## config.mk

```make
export PLATFORM = sky130hd
export DESIGN_NAME = esn_notifier
export DESIGN_NICKNAME = d
export VERILOG_FILES = /design/src/core/esn_pkg.sv /design/src/core/esn_notifier.sv
export VERILOG_INCLUDE_DIRS = /design/src /design/src/core
export SDC_FILE = /design/constraint.sdc
export NUM_CORES = 1
export LEC_CHECK = 0
export BUFFER_PORTS_ARGS = -buffer_cell sky130_fd_sc_hd__clkbuf_2
export CORE_UTILIZATION = 49
export CTS_BUF_LIST = sky130_fd_sc_hd__clkbuf_4 sky130_fd_sc_hd__clkbuf_8 sky130_fd_sc_hd__clkbuf_16
export CTS_CLUSTER_SIZE = 40
export DETAILED_ROUTE_END_ITERATION = 10
export PLACE_DENSITY = 0.81
export SLEW_MARGIN = 20
export SYNTH_ARGS = -nofsm -noshare
export SYNTH_HDL_FRONTEND = slang
export SYNTH_SLANG_ARGS = --single-unit
```

## constraint.sdc

```tcl
create_clock -name clk_sys -period 2.4 [get_ports clk_sys]
set_input_delay 0.12 -clock clk_sys [delete_from_list [all_inputs] [get_ports clk_sys]]
set_output_delay 0.12 -clock clk_sys [all_outputs]
set_load 0.02 [all_outputs]
```

## src/core/esn_cfg.svh

```systemverilog
// constants of the event status notifier: rom keys, sense values, field values
// assumes inclusion by core/esn_notifier.sv; core/esn_pkg.sv does not include it
`ifndef ESN_CFG_SVH
`define ESN_CFG_SVH
`define ESN_KEY_CMD_SET 8'h3A
`define ESN_KEY_CMD_REV 8'h3B
`define ESN_KEY_LUN 8'h14
`define ESN_DEV_TYPE_DISK 8'h00
`define ESN_LUN_SINGLE 16'h0000
`define ESN_VPD_SERIAL_PAGE 8'h80
`define ESN_STAT_CHECK 8'h02
`define ESN_SK_NOT_READY 8'h02
`define ESN_SK_UNIT_ATTN 8'h06
`define ESN_SC_NOT_READY 8'h04
`define ESN_SC_MEDIUM_CHG 8'h28
`define ESN_SC_RESET 8'h29
`define ESN_SC_EVENT 8'h7F
`define ESN_SQ_POWER 8'h02
`define ESN_SQ_MEDIA 8'h04
`define ESN_SQ_BUSY 8'h06
`define ESN_SQ_NONE 8'h00
`define ESN_RESERVED_BYTE 8'h00
`define ESN_ROM_WORDS 3
`endif

```

## src/core/esn_pkg.sv

```systemverilog
// types of the event status notifier
// assumes core/esn_cfg.svh holds the numbers
`default_nettype none
package esn_pkg;
  typedef struct packed {
    logic [7:0] status;
    logic [7:0] senseKey;
    logic [7:0] senseCode;
    logic [7:0] senseQual;
    logic [31:0] info;
    logic [47:0] fifoAddr;
  } esn_block_t;
  typedef struct packed {
    logic [7:0] evCode;
    logic [7:0] evStatus;
    logic [15:0] evSpecific;
  } esn_event_t;
  typedef enum logic [1:0] {
    ESN_IDLE = 2'b00,
    ESN_SEND = 2'b01,
    ESN_WAIT = 2'b11
  } esn_state_t;
endpackage : esn_pkg
`default_nettype wire

```

## src/core/esn_notifier.sv

```systemverilog
// event status notifier: config rom unit directory entries and unsolicited status blocks
// assumes one clock, the link layer takes a block when blkValid and blkReady are both high
// assumes event inputs are single-cycle pulses on clk_sys; devReady and busReset may be asynchronous
// no software registers: rom words are chosen by romIdx and show one cycle later
`include "esn_cfg.svh"
`default_nettype none
module esn_notifier #(
  parameter logic [7:0] CMD_SET_SPEC = 8'h00,
  parameter logic [23:0] CMD_SET = 24'h000000,
  parameter logic [23:0] CMD_SET_REV = 24'h000000
) (
  input wire logic clk_sys,
  input wire logic rst_n,
  input wire logic [1:0] romIdx,
  output logic [31:0] romWord,
  input wire logic statusEnableWrite,
  input wire logic loginValid,
  input wire logic [47:0] loginFifoAddr,
  input wire logic devReady,
  input wire logic busReset,
  input wire logic powerEvValid,
  input wire esn_pkg::esn_event_t powerEv,
  input wire logic mediaEvValid,
  input wire esn_pkg::esn_event_t mediaEv,
  input wire logic busyEvValid,
  input wire esn_pkg::esn_event_t busyEv,
  input wire logic deferredValid,
  input wire esn_pkg::esn_block_t deferredBlk,
  input wire logic securityLocked,
  output logic mediaAccessOk,
  output logic [7:0] serialVpdPage,
  output logic blkValid,
  output esn_pkg::esn_block_t blkOut,
  input wire logic blkReady
);
  import esn_pkg::*;

  // ************
  // input sync
  // ************
  // pins idle low, so a zero reset value gives no false edge after reset
  logic [1:0] rdySync_reg, rdySync_next;
  logic [1:0] brSync_reg, brSync_next;
  logic rdyOld_reg, rdyOld_next;
  logic brOld_reg, brOld_next;

  // only the second stage feeds logic, the first may still be settling
  always_comb begin
    rdySync_next = {rdySync_reg[0], devReady};
    brSync_next = {brSync_reg[0], busReset};
    rdyOld_next = rdySync_reg[1];
    brOld_next = brSync_reg[1];
  end

  always_ff @(posedge clk_sys or negedge rst_n) begin
    if (!rst_n) begin
      rdySync_reg <= 2'b00;
      brSync_reg <= 2'b00;
      rdyOld_reg <= 1'b0;
      brOld_reg <= 1'b0;
    end else begin
      rdySync_reg <= rdySync_next;
      brSync_reg <= brSync_next;
      rdyOld_reg <= rdyOld_next;
      brOld_reg <= brOld_next;
    end
  end

  // ************
  // edge detect
  // ************
  logic rdyRise, rdyFall, brRise;

  always_comb begin
    rdyRise = rdySync_reg[1] & ~rdyOld_reg;
    rdyFall = ~rdySync_reg[1] & rdyOld_reg;
    // bus reset notice on the rising edge only
    brRise = brSync_reg[1] & ~brOld_reg;
  end

  // ************
  // config rom
  // ************
  // command set entry
  localparam logic [31:0] ROM_CMD_SET = {`ESN_KEY_CMD_SET, CMD_SET};
  localparam logic [31:0] ROM_CMD_REV = {`ESN_KEY_CMD_REV, CMD_SET_REV};
  localparam logic [31:0] ROM_LUN = {`ESN_KEY_LUN, `ESN_DEV_TYPE_DISK, `ESN_LUN_SINGLE};
  // spec word carries its value in the top byte, the rest stays zero
  localparam logic [31:0] ROM_SPEC = {CMD_SET_SPEC, 24'h000000};
  logic [31:0] romWord_next;
  logic mediaAccessOk_next;
  logic [7:0] serialVpdPage_next;

  // securityLocked is taken as already synchronous to clk_sys
  always_comb begin
    case (romIdx)
      2'h0: romWord_next = ROM_CMD_SET;
      2'h1: romWord_next = ROM_CMD_REV;
      2'h2: romWord_next = ROM_LUN;
      default: romWord_next = ROM_SPEC;
    endcase
    // media gated by the security state
    mediaAccessOk_next = ~securityLocked;
    // serial number page for the master password
    serialVpdPage_next = `ESN_VPD_SERIAL_PAGE;
  end

  always_ff @(posedge clk_sys or negedge rst_n) begin
    if (!rst_n) begin
      romWord <= 32'h00000000;
      mediaAccessOk <= 1'b0;
      serialVpdPage <= 8'h00;
    end else begin
      romWord <= romWord_next;
      mediaAccessOk <= mediaAccessOk_next;
      serialVpdPage <= serialVpdPage_next;
    end
  end

  // ************
  // event capture
  // ************
  logic enabled_reg, enabled_next;
  logic [47:0] fifoAddr_reg, fifoAddr_next;
  esn_event_t pwr_reg, pwr_next, med_reg, med_next, bsy_reg, bsy_next;
  esn_block_t dfr_reg, dfr_next;

  // latest data wins when one class repeats before its block goes out
  always_comb begin
    pwr_next = powerEvValid ? powerEv : pwr_reg;
    med_next = mediaEvValid ? mediaEv : med_reg;
    bsy_next = busyEvValid ? busyEv : bsy_reg;
    // deferred errors ride the same path
    dfr_next = deferredValid ? deferredBlk : dfr_reg;
    // reporting opens on the enable write; only reset closes it again
    enabled_next = enabled_reg | statusEnableWrite;
    fifoAddr_next = loginValid ? loginFifoAddr : fifoAddr_reg;
  end

  always_ff @(posedge clk_sys or negedge rst_n) begin
    if (!rst_n) begin
      enabled_reg <= 1'b0;
      fifoAddr_reg <= 48'h000000000000;
      pwr_reg <= '0;
      med_reg <= '0;
      bsy_reg <= '0;
      dfr_reg <= '0;
    end else begin
      enabled_reg <= enabled_next;
      fifoAddr_reg <= fifoAddr_next;
      pwr_reg <= pwr_next;
      med_reg <= med_next;
      bsy_reg <= bsy_next;
      dfr_reg <= dfr_next;
    end
  end

  // ************
  // pending flags
  // ************
  // sticky flags: a new event in the same cycle as its send wins over the clear
  // an event seen before the enable write waits here; a repeat of its class merges into one notice with the latest data
  logic [6:0] pend_reg, pend_next;
  logic [6:0] setVec, clrVec;

  always_comb begin
    // bit 0 reset, 1 not ready, 2 ready, 3 power, 4 media, 5 busy, 6 deferred
    setVec = {deferredValid, busyEvValid, mediaEvValid, powerEvValid, rdyRise, rdyFall, brRise};
    pend_next = (pend_reg & ~clrVec) | setVec;
  end

  always_ff @(posedge clk_sys or negedge rst_n) begin
    if (!rst_n) begin
      // power on raises reset and not-ready notices
      pend_reg <= 7'h03;
    end else begin
      pend_reg <= pend_next;
    end
  end

  // ************
  // block builder
  // ************
  // two gap cycles after each accept keep consecutive blocks apart on the link
  // fifo address is copied at build time, so a later login moves only later blocks
  esn_state_t state_reg, state_next;
  esn_block_t blk_reg, blk_next;
  logic blkValid_reg, blkValid_next;
  logic [2:0] pick;

  always_comb begin
    // lowest pending bit wins: reset first, deferred errors last
    pick = 3'h0;
    for (int i = 6; i >= 0; i--) begin
      if (pend_reg[i]) begin
        pick = 3'(i);
      end
    end
    clrVec = 7'h00;
    state_next = state_reg;
    blk_next = blk_reg;
    blkValid_next = blkValid_reg;
    case (state_reg)
      ESN_IDLE: begin
        // no poll command is decoded, every event is pushed out unasked
        // once enabled, send as soon as an event is pending
        if (enabled_reg && (pend_reg != 7'h00)) begin
          clrVec[pick] = 1'b1;
          blk_next.fifoAddr = fifoAddr_reg;
          blk_next.status = `ESN_STAT_CHECK;
          blk_next.senseKey = `ESN_SK_UNIT_ATTN;
          blk_next.senseQual = `ESN_SQ_NONE;
          blk_next.info = 32'h00000000;
          case (pick)
            3'd0: blk_next.senseCode = `ESN_SC_RESET;
            // not ready on the falling transition and after power on reset
            3'd1: begin
              blk_next.senseKey = `ESN_SK_NOT_READY;
              blk_next.senseCode = `ESN_SC_NOT_READY;
            end
            3'd2: blk_next.senseCode = `ESN_SC_MEDIUM_CHG;
            3'd3: begin
              blk_next.senseCode = `ESN_SC_EVENT;
              blk_next.senseQual = `ESN_SQ_POWER;
              blk_next.info = {pwr_reg.evCode, pwr_reg.evStatus, `ESN_RESERVED_BYTE, `ESN_RESERVED_BYTE};
            end
            3'd4: begin
              blk_next.senseCode = `ESN_SC_EVENT;
              blk_next.senseQual = `ESN_SQ_MEDIA;
              blk_next.info = {med_reg.evCode, med_reg.evStatus, med_reg.evSpecific};
            end
            3'd5: begin
              blk_next.senseCode = `ESN_SC_EVENT;
              blk_next.senseQual = `ESN_SQ_BUSY;
              blk_next.info = {bsy_reg.evCode, bsy_reg.evStatus, bsy_reg.evSpecific};
            end
            default: blk_next = '{status: dfr_reg.status, senseKey: dfr_reg.senseKey,
                                  senseCode: dfr_reg.senseCode, senseQual: dfr_reg.senseQual,
                                  info: dfr_reg.info, fifoAddr: fifoAddr_reg};
          endcase
          blkValid_next = 1'b1;
          state_next = ESN_SEND;
        end
      end
      ESN_SEND: begin
        if (blkReady) begin
          blkValid_next = 1'b0;
          state_next = ESN_WAIT;
        end
      end
      ESN_WAIT: state_next = ESN_IDLE;
      default: state_next = ESN_IDLE;
    endcase
  end

  // blkOut and blkValid come straight from these registers
  always_ff @(posedge clk_sys or negedge rst_n) begin
    if (!rst_n) begin
      state_reg <= ESN_IDLE;
      blk_reg <= '0;
      blkValid_reg <= 1'b0;
    end else begin
      state_reg <= state_next;
      blk_reg <= blk_next;
      blkValid_reg <= blkValid_next;
    end
  end

  assign blkValid = blkValid_reg;
  assign blkOut = blk_reg;
endmodule : esn_notifier
`default_nettype wire

```

==> impl_metrics.json <==
{
  "status": "finished, violations left",
  "violations": "DRC",
  "grt_max_degree": 77,
  "wl_um": 40120,
  "grt_pass1_vias": 11807,
  "syn_to_final_growth_pct": 39.70,
  "die_area_um2": 27590,
  "holdWs_ns": 0.1612,
  "slew_headroom_pct": 26.90,
  "fin_tns_setup_ns": 0,
  "synth_edf_count": 0,
  "synth_top_family_by_area": "multiplexers",
  "fmax_mhz": 443.5,
  "fin_crit_sh_pct": 93.96,
  "overflow": 0,
  "place_ws_ns": 0.1562,
  "die_x_um": 166.1,
  "muxShareOfSynthArea_pct": 17.34,
  "cts_buffers": 36,
  "synth_fa_ha_area_share_pct": 0,
  "maxCapViolations": 0,
  "regArea_um2": 8185,
  "synth_ff_type": "dfrtp_1",
  "period_needed_ns": 2.255,
  "clkLatencyLatePin_ns": 0.51,
  "yosysSeqAreaShare_pct": 62.03,
  "final_util_pct": 70.34,
  "rsz0062_at_grt": "false",
  "setup_ws_ns": 0.1450,
  "io_pins": 424,
  "cts_setup_buffers": 0,
  "syn_area_um2": 13200,
  "postSynthCellCount": 1055,
  "hp-class": "input pin to flip-flop",
  "crit_required_ns": 2.78,
  "yosysTopAreaCellShare_pct": 61.63,
  "slew_viol_final": 0,
  "yosysTopAreaCell": "dfrtp_1",
  "die_h_um": 166.1,
  "grt_pass1_wl_um": 63620,
  "critPathMaxFanout": 36,
  "leakagePower_uw": 0.008892,
  "yosys_warnings": 0,
  "worstPathCellList": "nor4_4 > buf_6 > and3_2 > nand2_2 > o221a_2",
  "io_buffers": 326,
  "synth-simple-area-share_pct": 10.23,
  "cts-root-buf": "clkbuf_16",
  "drtIter0Drc": 588,
  "globalplace.congestion": 0.8673,
  "path_class": "flip-flop to flip-flop",
  "cp-start-kind": "flip-flop",
  "cp_slowest_stage_delay_ns": 0.52,
  "nFillCells": 1642,
  "ant_nets": 0,
  "cts_tree": "yes",
  "cp_slowest_cell": "dfrtp_1",
  "skew_ns": 0.01803,
  "cts_buffer_depth": 3,
  "synth-async-reset-ratio_pct": 100.0,
  "largest_reg_flops": 112,
  "firstDrtPassIters": 11,
  "clock-sinks": 327,
  "vias": 10587,
  "worstMarginPinSlew_ns": 1.097,
  "synth_area_leaders": "dfrtp_1, mux2_2, nand2_1, nand3_1, buf_4",
  "drt-wirelength-per-cell_um": 20.66,
  "arrival_ns": 2.63,
  "final_nets": 1843,
  "hold_viol_final": 0,
  "core_um2": 26210,
  "place_hpwl_um": 21740,
  "num_rows": 59,
  "antenna_found_initial": 7,
  "h-tree-depth": 2,
  "multi_input_area_um2": 4567,
  "avgSynthCellArea_um2": 12.51,
  "drc": 20,
  "ys_ff_latch": 327,
  "ys_types": 46,
  "endpoint_kind": "flip-flop",
  "synth-compound-area-share_pct": 5.718,
  "start_util_pct": 50.35,
  "synth-xor-area-share_pct": 0,
  "ir_drop_uv": 665.3,
  "powerDensity_nw_per_um2": 829.5,
  "clk_pin_slew_ns": 0.06,
  "drive_gt1_share_pct": 40.24,
  "setup_viol": 0,
  "drt-vias-per-instance": 5.452,
  "grt_usage_pct": 29.51
}
[cells by family (layout without fill, tap and decap cells)]
| family | count (synthesis) | count (layout) |
|---|---|---|
| AO/OA/AOI/OAI | 92 | 92 |
| buffers and inverters | 114 | 625 |
| other | 2 | 43 |
| multiplexers | 205 | 205 |
| flip-flops | 327 | 327 |
| AND/OR/NAND/NOR | 315 | 315 |
[worst max-delay path: cells and delay by family (launching register included)]
kind | cells | cell delay [ns]
buf+inv | 1 | 0.35
compound gates | 1 | 0.39
simple gates | 3 | 0.85
flops | 1 | 0.52
[per-stage QoR]
step / total power (uW) / instance area, um^2 / instances
2_1_floorplan: 8073 / 13320 / 1087
3_3_place_gp: 8957 / 15140 / 1669
3_5_place_dp: 9066 / 15140 / 1669
4_1_cts: 15140 / 18410 / 1933
5_1_grt: 15790 / 18430 / 1942
6_report: 15290 / 18430 / 1942
[worst paths after layout]
path                            slack [ns]  cells after the start           start             end
worst max-delay path                  0.14                      5     pend_reg[3]      blkOut[70]
worst min-delay path                  0.16                      3   deferredValid    dfr_reg[105]
worst max register to register        0.14                      5     pend_reg[3]      blkOut[70]
worst min register to register        0.36                      0  rdySync_reg[0]  rdySync_reg[1]
max in group asynchronous             1.34                      3           rst_n     bsy_reg[12]
min in group asynchronous             0.21                      2           rst_n     bsy_reg[28]
[repair_timing]
item                       4_1_cts  5_1_grt
hold endpoints to repair       269        0
resized for setup                0        1
hold buffers                   201        0
setup endpoints to repair        0        3
[routing by layer]
layer / global-route usage (%) / vias to the layer above / part of all wire [%]
met5: 0 / - / 0
met4: 22.19 / 0 / 7.0
met3: 5.148 / 205 / 6.0
met2: 50.65 / 553 / 51
met1: 33.08 / 5224 / 36
li1: - / 4605 / -
[synthesized netlist by cell type, types with 2 or more instances]
cell type	instances
a21o_1	3
o21ai_0	13
buf_2	19
mux2_2	189
o22ai_1	2
o211ai_2	10
nor2_1	13
a31oi_1	3
a21oi_1	14
conb_1	2
buf_6	2
buf_1	6
buf_4	35
a32oi_1	15
inv_1	10
dfrtp_1	325
nand2_1	216
dfstp_2	2
o221a_2	16
or3_1	2
nand3_1	68
mux2i_1	16
nor3_1	2
or2_2	2
clkbuf_1	41
o211ai_1	7
nor2b_1	2
nand2b_1	2
[area by class of cell]
cell class / count / area share [%]
Tap cell: 335 / 2.274
Inverter: 10 / 0.2036
Timing Repair Buffer: 552 / 21.41
Antenna cell: 9 / 0.1222
Clock inverter: 12 / 1.045
Sequential cell: 327 / 44.40
Clock buffer: 51 / 5.763
Multi-Input combinational cell: 646 / 24.77
[power by group]
group / total, uW / leakage, uW / switching, uW / internal [uW]
Sequential: 6670 / 0.00392 / 461 / 6210
Clock: 5890 / 0.000632 / 2260 / 3630
Combinational: 2730 / 0.00434 / 1560 / 1170
[cells in the final DEF (no fill, tap or decap), types with 2 or more instances in the layout]
| cell | count |
|---|---|
| a32oi_1 | 15 |
| bufinv_16 | 5 |
| dlygate4sd3_1 | 201 |
| a21oi_1 | 13 |
| diode_2 | 9 |
| buf_4 | 17 |
| o221a_2 | 16 |
| clkbuf_16 | 37 |
| nand3_1 | 68 |
| or3_1 | 2 |
| buf_12 | 8 |
| a31oi_1 | 3 |
| nand2b_1 | 2 |
| dfstp_2 | 2 |
| clkbuf_4 | 9 |
| mux2_2 | 189 |
| o22ai_1 | 2 |
| clkinv_2 | 5 |
| conb_1 | 34 |
| or2_2 | 2 |
| clkbuf_2 | 324 |
| mux2i_1 | 16 |
| inv_1 | 10 |
| nor3_1 | 2 |
| dfrtp_1 | 325 |
| a21o_1 | 3 |
| nand2_1 | 216 |
| o211ai_1 | 7 |
| clkbuf_8 | 5 |
| o211ai_2 | 10 |
| nor2_1 | 13 |
| nor2b_1 | 2 |
| o21ai_0 | 13 |
Note: power is estimated with default switching activity, not from simulation.
